===== src/rsc_defines.svh =====
// Purpose: constants for the serial channel
// Assumes: 40 MHz sys_clk
// Notes:   offsets are host I/O port numbers
`ifndef RSC_DEFINES_SVH
`define RSC_DEFINES_SVH
`define RSC_DATA_PORT        8'h8C
`define RSC_STATUS_PORT      8'h8D
`define RSC_CMD_TX_EN        0
`define RSC_CMD_DTR          1
`define RSC_CMD_RX_EN        2
`define RSC_CMD_ERR_RESET    4
`define RSC_CMD_RTS          5
`define RSC_CMD_SOFT_RESET   6
`define RSC_ST_TX_READY      0
`define RSC_ST_RX_READY      1
`define RSC_ST_TX_EMPTY      2
`define RSC_ST_PARITY_ERR    3
`define RSC_ST_OVERRUN       4
`define RSC_ST_FRAMING_ERR   5
`define RSC_ST_BREAK         6
`define RSC_ST_DSR           7
`define RSC_CLK_HZ           40000000
`define RSC_BASE_CLK_19200   (19200 * 16)
`define RSC_BASE_CLK_9600    (9600 * 16)
`define RSC_BASE_CLK_2400    (2400 * 16)
`define RSC_BASE_CLK_1200    (1200 * 16)
`define RSC_TICK_DIV(hz)     (`RSC_CLK_HZ / (hz))
`define RSC_IRQ_VECTOR_SLOT  8'hFE
`endif


===== src/rsc_pkg.sv =====
// Purpose: types for the serial channel
// Assumes: nothing
// Notes:   state held as one packed struct
`default_nettype none
package rsc_pkg;
	typedef enum logic [2:0] {
		RSC_TX_IDLE  = 3'b001,
		RSC_TX_SHIFT = 3'b010,
		RSC_TX_STOP  = 3'b100
	} rsc_tx_state_t;
	typedef enum logic [2:0] {
		RSC_RX_IDLE  = 3'b001,
		RSC_RX_SHIFT = 3'b010,
		RSC_RX_STOP  = 3'b100
	} rsc_rx_state_t;
	typedef struct packed {
		logic       sel;
		logic       rd;
		logic       wr;
		logic       port;
		logic [7:0] wdata;
	} rsc_bus_t;
	typedef struct packed {
		logic       mode_done;
		logic [7:0] mode;
		logic [7:0] cmd;
		logic [11:0] base_cnt;
		logic       tick;
		logic [5:0] tx_sub;
		rsc_tx_state_t tx_st;
		logic [10:0] tx_sh;
		logic [3:0] tx_bits;
		logic [7:0] tx_hold;
		logic       tx_full;
		logic       txd;
		logic [5:0] rx_sub;
		rsc_rx_state_t rx_st;
		logic [9:0] rx_sh;
		logic [3:0] rx_bits;
		logic [2:0] rxd_sync;
		logic [2:0] cts_sync;
		logic [2:0] dsr_sync;
		logic       rxd;
		logic       cts;
		logic       dsr;
		logic [7:0] rx_data;
		logic       rx_ready;
		logic       pe;
		logic       oe;
		logic       fe;
		logic       brk;
		logic [11:0] brk_cnt;
		logic [7:0] rdata;
		logic       irq;
		logic       rts_n;
		logic       dtr_n;
	} rsc_state_t;
endpackage
`default_nettype wire


===== src/rsc_channel.sv =====
// Purpose: asynchronous RS-232 serial channel on the host I/O bus
// Assumes: one-cycle rd/wr strobes from the host bus, same clock
// Notes:   base rate from two port pins, 16X or 64X factor, async only
`include "rsc_defines.svh"
`default_nettype none

module rsc_channel
	import rsc_pkg::*;
#(
	parameter int unsigned CLK_HZ = `RSC_CLK_HZ
)
(
	input  wire logic       sys_clk,
	input  wire logic       srst,
	input  wire rsc_bus_t   bus,
	input  wire logic       base_rate_select_high,
	input  wire logic       base_rate_select_low,
	input  wire logic       rxd_pin,
	input  wire logic       cts_n_pin,
	input  wire logic       dsr_n_pin,
	output var  logic [7:0] rdata,
	output var  logic       irq,
	output var  logic       txd_pin,
	output var  logic       rts_n_pin,
	output var  logic       dtr_n_pin
);
	localparam logic [11:0] DIV_19200 = 12'(CLK_HZ / `RSC_BASE_CLK_19200);
	localparam logic [11:0] DIV_9600  = 12'(CLK_HZ / `RSC_BASE_CLK_9600);
	localparam logic [11:0] DIV_2400  = 12'(CLK_HZ / `RSC_BASE_CLK_2400);
	localparam logic [11:0] DIV_1200  = 12'(CLK_HZ / `RSC_BASE_CLK_1200);
	// table slot that the host fills with this channel's service routine
	localparam logic [7:0]  VECTOR_SLOT = `RSC_IRQ_VECTOR_SLOT;

	// ----------------------------------------------------------------
	// build checks
	// ----------------------------------------------------------------
	// the 12-bit divider must reach the slowest rate and still split the fastest
	if (CLK_HZ / `RSC_BASE_CLK_1200 > 4095) begin : g_clk_fast
		$error("sys_clk too fast for the 12-bit rate divider");
	end
	if (CLK_HZ / `RSC_BASE_CLK_19200 < 2) begin : g_clk_slow
		$error("sys_clk too slow for the fastest base rate");
	end

	rsc_state_t s;
	rsc_state_t next_s;

	logic [11:0] div_sel;
	logic [5:0]  sub_top;
	logic [3:0]  data_bits;
	logic        par_en;
	logic        par_even;
	logic        two_stop;
	logic        tx_ready;
	logic        tx_empty;
	logic [7:0]  status;
	logic        rd_data;
	logic        wr_data;
	logic        wr_ctrl;
	logic        rx_par;
	logic [7:0]  rx_byte;
	logic [7:0]  data_mask;
	logic        tx_par;

	// ----------------------------------------------------------------
	// mode decode
	// ----------------------------------------------------------------
	always_comb begin
		// shared by both directions, so they can never drift apart
		unique case ({base_rate_select_high, base_rate_select_low})
			2'b10:   div_sel = DIV_19200;
			2'b11:   div_sel = DIV_9600;
			2'b01:   div_sel = DIV_2400;
			default: div_sel = DIV_1200;
		endcase
		// 64X gives a quarter of the base rate; 1X falls back to 16X
		sub_top   = (s.mode[1:0] == 2'b11) ? 6'd63 : 6'd15;
		data_bits = 4'd5 + {2'b00, s.mode[3:2]};
		par_en    = s.mode[4];
		par_even  = s.mode[5];
		two_stop  = s.mode[7];
		tx_ready  = !s.tx_full;
		tx_empty  = tx_ready && (s.tx_st == RSC_TX_IDLE);
		// status bits, msb first
		status[7] = s.dsr;
		status[6] = s.brk;
		status[5] = s.fe;
		status[4] = s.oe;
		status[3] = s.pe;
		status[2] = tx_empty;
		status[1] = s.rx_ready;
		status[0] = tx_ready && s.cts;
		rd_data   = bus.sel && bus.rd && !bus.port;
		wr_data   = bus.sel && bus.wr && !bus.port;
		wr_ctrl   = bus.sel && bus.wr && bus.port;
		// a whole frame ends at the top of the shifter: stop, parity, data
		data_mask = 8'hFF >> (4'd8 - data_bits);
		rx_byte   = 8'(s.rx_sh >> (4'd9 - data_bits - {3'b000, par_en})) & data_mask;
		rx_par    = ^rx_byte ^ !par_even;
		tx_par    = ^(s.tx_hold & data_mask) ^ !par_even;
	end

	// ----------------------------------------------------------------
	// next state
	// ----------------------------------------------------------------
	always_comb begin
		next_s = s;
		// pins are asynchronous; a level counts once the last two stages agree,
		// so one metastable sample can never reach the receiver
		next_s.rxd_sync = {s.rxd_sync[1:0], rxd_pin};
		next_s.cts_sync = {s.cts_sync[1:0], !cts_n_pin};
		next_s.dsr_sync = {s.dsr_sync[1:0], !dsr_n_pin};
		if (s.rxd_sync[2] == s.rxd_sync[1]) next_s.rxd = s.rxd_sync[2];
		if (s.cts_sync[2] == s.cts_sync[1]) next_s.cts = s.cts_sync[2];
		if (s.dsr_sync[2] == s.dsr_sync[1]) next_s.dsr = s.dsr_sync[2];

		// one divider feeds both directions
		next_s.tick = 1'b0;
		if (s.base_cnt >= div_sel - 12'd1) begin
			next_s.base_cnt = '0;
			next_s.tick     = 1'b1;
		end else begin
			next_s.base_cnt = s.base_cnt + 12'd1;
		end

		// ----------------------------------------------------------------
		// host access
		// ----------------------------------------------------------------
		// mode and command share one port, told apart by the mode_done flag
		if (wr_ctrl) begin
			if (!s.mode_done) begin
				next_s.mode      = bus.wdata;
				next_s.mode_done = 1'b1;
			end else if (bus.wdata[`RSC_CMD_SOFT_RESET]) begin
				next_s.mode_done = 1'b0;
				next_s.cmd       = '0;
			end else begin
				next_s.cmd = bus.wdata;
				if (bus.wdata[`RSC_CMD_ERR_RESET]) begin
					next_s.pe = 1'b0;
					next_s.oe = 1'b0;
					next_s.fe = 1'b0;
				end
			end
		end
		if (wr_data) begin
			next_s.tx_hold = bus.wdata;
			next_s.tx_full = 1'b1;
		end
		// read data stays put until the next read of either port
		if (bus.sel && bus.rd) next_s.rdata = bus.port ? status : s.rx_data;
		if (rd_data) next_s.rx_ready = 1'b0;
		next_s.rts_n = !s.cmd[`RSC_CMD_RTS];
		next_s.dtr_n = !s.cmd[`RSC_CMD_DTR];

		// ----------------------------------------------------------------
		// transmitter
		// ----------------------------------------------------------------
		// waits for enable, clear-to-send and a mode word before it starts
		unique case (s.tx_st)
			RSC_TX_IDLE: begin
				next_s.txd = 1'b1;
				if (s.tx_full && s.cmd[`RSC_CMD_TX_EN] && s.cts && s.mode_done) begin
					// parity waits in bit 8 while the data bits go out by index
					next_s.tx_sh   = {2'b11, tx_par, s.tx_hold};
					next_s.tx_bits = '0;
					next_s.tx_sub  = '0;
					// a write in this very cycle refills the holding register
					next_s.tx_full = wr_data;
					next_s.txd     = 1'b0;
					next_s.tx_st   = RSC_TX_SHIFT;
				end
			end
			RSC_TX_SHIFT: if (s.tick) begin
				next_s.tx_sub = s.tx_sub + 6'd1;
				if (s.tx_sub == sub_top) begin
					next_s.tx_sub  = '0;
					next_s.txd     = s.tx_sh[s.tx_bits[2:0]];
					next_s.tx_bits = s.tx_bits + 4'd1;
					if (s.tx_bits == data_bits - 4'd1) begin
						next_s.tx_st   = RSC_TX_STOP;
						next_s.tx_bits = '0;
					end
				end
			end
			RSC_TX_STOP: if (s.tick) begin
				next_s.tx_sub = s.tx_sub + 6'd1;
				if (s.tx_sub == sub_top) begin
					next_s.tx_sub  = '0;
					next_s.txd     = (par_en && s.tx_bits == 4'd0) ? s.tx_sh[8] : 1'b1;
					next_s.tx_bits = s.tx_bits + 4'd1;
					// leave only once the last stop bit has had its full time
					if (s.tx_bits == {3'b000, par_en} + {3'b000, two_stop} + 4'd1)
						next_s.tx_st = RSC_TX_IDLE;
				end
			end
			default: next_s.tx_st = RSC_TX_IDLE;
		endcase

		// ----------------------------------------------------------------
		// receiver, sampling mid-bit
		// ----------------------------------------------------------------
		// break: line low for about two full frames of sub-bit ticks
		if (s.rxd) begin
			next_s.brk_cnt = 12'd0;
		end else if (s.tick && s.brk_cnt != 12'hFFF) begin
			next_s.brk_cnt = s.brk_cnt + 12'd1;
		end
		next_s.brk = (s.brk_cnt >= {sub_top, 1'b0} * 12'd11);
		unique case (s.rx_st)
			RSC_RX_IDLE: if (s.tick && !s.rxd && s.cmd[`RSC_CMD_RX_EN]) begin
				next_s.rx_sub  = {1'b0, sub_top[5:1]};
				next_s.rx_bits = '0;
				next_s.rx_st   = RSC_RX_SHIFT;
			end
			RSC_RX_SHIFT: if (s.tick) begin
				next_s.rx_sub = s.rx_sub + 6'd1;
				if (s.rx_sub == sub_top) begin
					next_s.rx_sub = '0;
					next_s.rx_sh  = {s.rxd, s.rx_sh[9:1]};
					next_s.rx_bits = s.rx_bits + 4'd1;
					if (s.rx_bits == 4'd0 && s.rxd) next_s.rx_st = RSC_RX_IDLE;
					// the stop bit is sampled too, so framing can be judged
					if (s.rx_bits == data_bits + {3'b000, par_en} + 4'd1)
						next_s.rx_st = RSC_RX_STOP;
				end
			end
			RSC_RX_STOP: begin
				next_s.rx_data  = rx_byte;
				next_s.pe       = s.pe | (par_en && (rx_par != s.rx_sh[8]));
				next_s.fe       = s.fe | !s.rx_sh[9];
				next_s.oe       = s.oe | s.rx_ready;
				next_s.rx_ready = 1'b1;
				next_s.rx_st    = RSC_RX_IDLE;
			end
			default: next_s.rx_st = RSC_RX_IDLE;
		endcase

		// shared request; host polls status to tell the two apart
		// built from next values so a cleared cause drops it without delay
		next_s.irq = (next_s.rx_ready && next_s.cmd[`RSC_CMD_RX_EN])
			|| (!next_s.tx_full && next_s.cmd[`RSC_CMD_TX_EN]);
	end

	// ----------------------------------------------------------------
	// registers
	// ----------------------------------------------------------------
	// reset values keep the line idle at mark and the modem outputs off
	always_ff @(posedge sys_clk) begin
		if (srst) begin
			s <= '0;
			s.tx_st <= RSC_TX_IDLE;
			s.rx_st <= RSC_RX_IDLE;
			s.txd   <= 1'b1;
			s.rxd   <= 1'b1;
			s.rxd_sync <= 3'b111;
			s.rts_n <= 1'b1;
			s.dtr_n <= 1'b1;
		end else begin
			s <= next_s;
		end
	end

	// ----------------------------------------------------------------
	// outputs
	// ----------------------------------------------------------------
	assign rdata     = s.rdata;
	assign irq       = s.irq;
	assign txd_pin   = s.txd;
	assign rts_n_pin = s.rts_n;
	assign dtr_n_pin = s.dtr_n;
endmodule
`default_nettype wire


===== config.mk =====
export PLATFORM = sky130hd
export DESIGN_NAME = rsc_channel
export DESIGN_NICKNAME = d
export VERILOG_FILES = /design/src/rsc_pkg.sv /design/src/rsc_channel.sv
export VERILOG_INCLUDE_DIRS = /design/src
export SDC_FILE = /design/constraint.sdc
export NUM_CORES = 1
export LEC_CHECK = 0
export ABC_CLOCK_PERIOD_IN_PS = 3000
export BUFFER_PORTS_ARGS = -buffer_cell sky130_fd_sc_hd__buf_2
export CAP_MARGIN = 20
export CORE_MARGIN = 4
export CORE_UTILIZATION = 56
export CTS_CLUSTER_SIZE = 28
export DETAILED_ROUTE_END_ITERATION = 7
export PLACE_DENSITY_LB_ADDON = 0.2
export SETUP_SLACK_MARGIN = 0.15
export SYNTH_ARGS = -nofsm -noshare
export SYNTH_HDL_FRONTEND = slang
export SYNTH_SLANG_ARGS = --single-unit

===== constraint.sdc =====
create_clock -name sys_clk -period 3 [get_ports sys_clk]
set_input_delay 0.15 -clock sys_clk [delete_from_list [all_inputs] [get_ports sys_clk]]
set_output_delay 0.15 -clock sys_clk [all_outputs]
set_load 0.01 [all_outputs]

==> metrics <==
Via density=approximately 5.6; Hold Violations, Final=0; status=finished clean; Synth Area in Simple Gates=0.209; core footprint=~0.011 sq mm; dominant cell type by area after synthesis=dfxtp_1; Nets=852; global route overflow=0; max-cap violation count=0; mapped cell area=between 0.006 and 0.007 sq mm; fmax=between 0.3 and 0.4 GHz; CTS tree=built; Worst setup EP type=register; total wire length=13.8 mm; die area=0.0133 sq mm; RSZ-0062 raised after global routing=true; vias in the first global route=5136; Diodes inserted=0; initial drt markers=between 400 and 500; largest net degree at the start of global routing=30; crit path DAT=3.04 ns; layout cells sized above 1=0.126; Routed Antenna Nets=0; Clock Tree Buf Depth=2; met3 Track Usage GR=0.0470; first-pass GRT wire length=23.5 mm; largest family of logic cells by synthesized area=simple AND/OR/NAND/NOR gates; filler cell count=966; Initial Utilization=0.569; Max FO, Critical Path=8; gr busiest metal=met2; Die Y-Extent=116 um; CP Class=reg -> reg; hold_ws=0.0191 ns; clk slew on worst S/H paths=~0.060 ns; Worst VDD drop=0.402 mV; Primary FF master, synth=dfxtp_1; element type at the critical path start=register; sequential element share of the synthesized area=0.396; Async S/R FF share, synth=0; clock skew=between 0.005 and 0.006 ns; initial antenna violation count=0; register area=0.00257 sq mm; met2 GRT Util=0.375; CTS buffer count=17; wire per inst=14.6 um; drt pass-1 iters=4; Final Max Slew Viols=0; Cells after Synth=767; Worst-Margin Slew=0.674 ns; adder-cell share of the synthesized area=0.0727; Post-synth EDFFs=0; Mean Syn Cell Area=8.44 sq um; via count=5333; required time worst endpoint=around 3.3 ns; GR met1 Demand/Resource=0.270; Setup-failing EPs final=0; GRT Overall Usage=0.220; Port Buffer Count=30; multi-input logic area=0.00364 sq mm; Synth Area in XOR/XNOR=0.0711; mux cell area share after synthesis=0.0553; setup TNS=0 ns; worst min path class=in -> reg; Pleak=0.00290 uW; Yosys top cell area share=0.396; gpl congestion=0.855; DP HPWL=9.97 mm; period utilization=0.911; count of cell types in the netlist=64; Slew HR=0.549; CTS root buffer=clkbuf_16; CTS H-Tree Depth=4; Synth warnings=0; Sink Count=~130; I/O pins=31; drt drc=0; power per cell area=547 mW/mm^2; row count=39; die width=roughly 120 um; Area growth, synth to finish=14.6%; worst skew pair latency=slightly above 0.4 ns; Synth Register Bits=roughly 130; post-synthesis compound-gate area fraction=0.147; top cells by area, synth=dfxtp_1 40%, ha_1 7.0%, nand2_1 6.3%, nor2_1 5.4%, a21oi_1 5.3%; post-layout min period=2.73 ns
-- worst max-delay path, stage by stage (launching register included) --
cell	delay [ns]
dfxtp_4	0.35
inv_4	0.04
ha_4	0.27
inv_2	0.04
ha_4	0.28
buf_12	0.13
mux4_2	0.52
a22oi_2	0.20
o21ai_2	0.09
xor2_1	0.15
xnor3_1	0.25
xnor2_1	0.13
a31oi_1	0.12
nor2_1	0.05
-- report_power, final --
part | switching, uW | total [uW] | internal, uW
sequential | 18.6 | 1740 | 1730
clock | 706 | 2080 | 1370
combinational | 129 | 232 | 104
-- cells in the final DEF (no fill, tap or decap), types with 11 or more instances in the layout --
cell and instances:
nand2_1 109, clkbuf_16 17, xnor2_1 23, mux2i_1 11
a21oi_1 68, o21ai_0 27, nand2b_1 11, nor2_1 94
inv_1 28, xor2_1 27, nand3_1 19, buf_4 12
a211oi_1 15, ha_1 33, buf_2 30, nor3_1 11
dfxtp_1 126
-- per-stage QoR --
step	power, uW	setup WS (ns)	instances	instance area (sq um)	utilization
finish	4060	0.268	950	7420	0.652
global route	4200	0.106	950	7420	0.652
CTS	4080	0.164	949	7390	0.650
detailed placement	2000	0.0802	911	6720	0.591
global placement	1990	0.150	911	6720	0.591
floorplan	1940	0.161	768	6490	-
-- registers in the layout, summed over array words and instances (netlist names) --
name / count
par_en: 1
irq: 1
rdata: 8
s: 108
rts_n_pin: 1
txd_pin: 1
next_s: 6
par_even: 1
dtr_n_pin: 1
-- worst paths after layout --
| check | startpoint | end | slack (ns) | cells past startpoint |
|---|---|---|---|---|
| max | s[128] | s[26] | 0.27 | 13 |
| min | bus[5] | s[78] | 0.02 | 3 |
| max reg2reg | s[128] | s[26] | 0.27 | 13 |
| min reg2reg | s[119] | dtr_n_pin | 0.40 | 1 |
-- Yosys cell counts, types with 3 or more instances --
master / count
dfxtp_1: 128
nand2_1: 109
nor2_1: 94
a21oi_1: 68
ha_1: 36
inv_1: 31
o21ai_0: 27
xor2_1: 27
clkbuf_1: 26
xnor2_1: 23
nand3_1: 19
a211oi_1: 15
mux2i_1: 11
nand2b_1: 11
nor3_1: 11
and3_1: 9
buf_4: 9
nand4_1: 9
nor2b_1: 9
a21o_1: 6
mux4_2: 6
nor3b_1: 6
or2_2: 6
or3_1: 5
and2_1: 4
buf_1: 4
a22oi_1: 3
a31oi_1: 3
mux2_2: 3
mux4_1: 3
o21bai_1: 3
-- area by class of cell --
type | count | share of cell area
clock buffer | 22 | 0.0599
multi-input combinational | 568 | 0.490
inverter | 31 | 0.0160
clock inverter | 8 | 0.0189
timing repair buffer | 50 | 0.0445
sequential | 128 | 0.346
tap | 143 | 0.0241
-- what timing repair did --
action,CTS,global route
buffers inserted,1,1
pin swaps,0,6
hold endpoints to repair,7,0
endpoints found under the setup margin,1,1
gates resized for setup,1,7
hold buffers,7,0
-- routing by layer --
layer / routed length (um) / vias to the layer above
met4: 331 / 0
met5: 0 / -
li1: - / 2679
met1: 6210 / 2516
met2: 6750 / 112
met3: 559 / 26
-- cells by family (layout without fill, tap and decap cells) --
logic type,after synthesis,after routing
buffers and inverters,72,111
AOI/OAI and AO/OA,155,155
DFF,128,128
xor gates and xnor gates,51,51
other,1,2
muxes,23,23
adders and majority gates,37,37
and+or+nand+nor,300,300
Power figures use the tool's default switching activity.
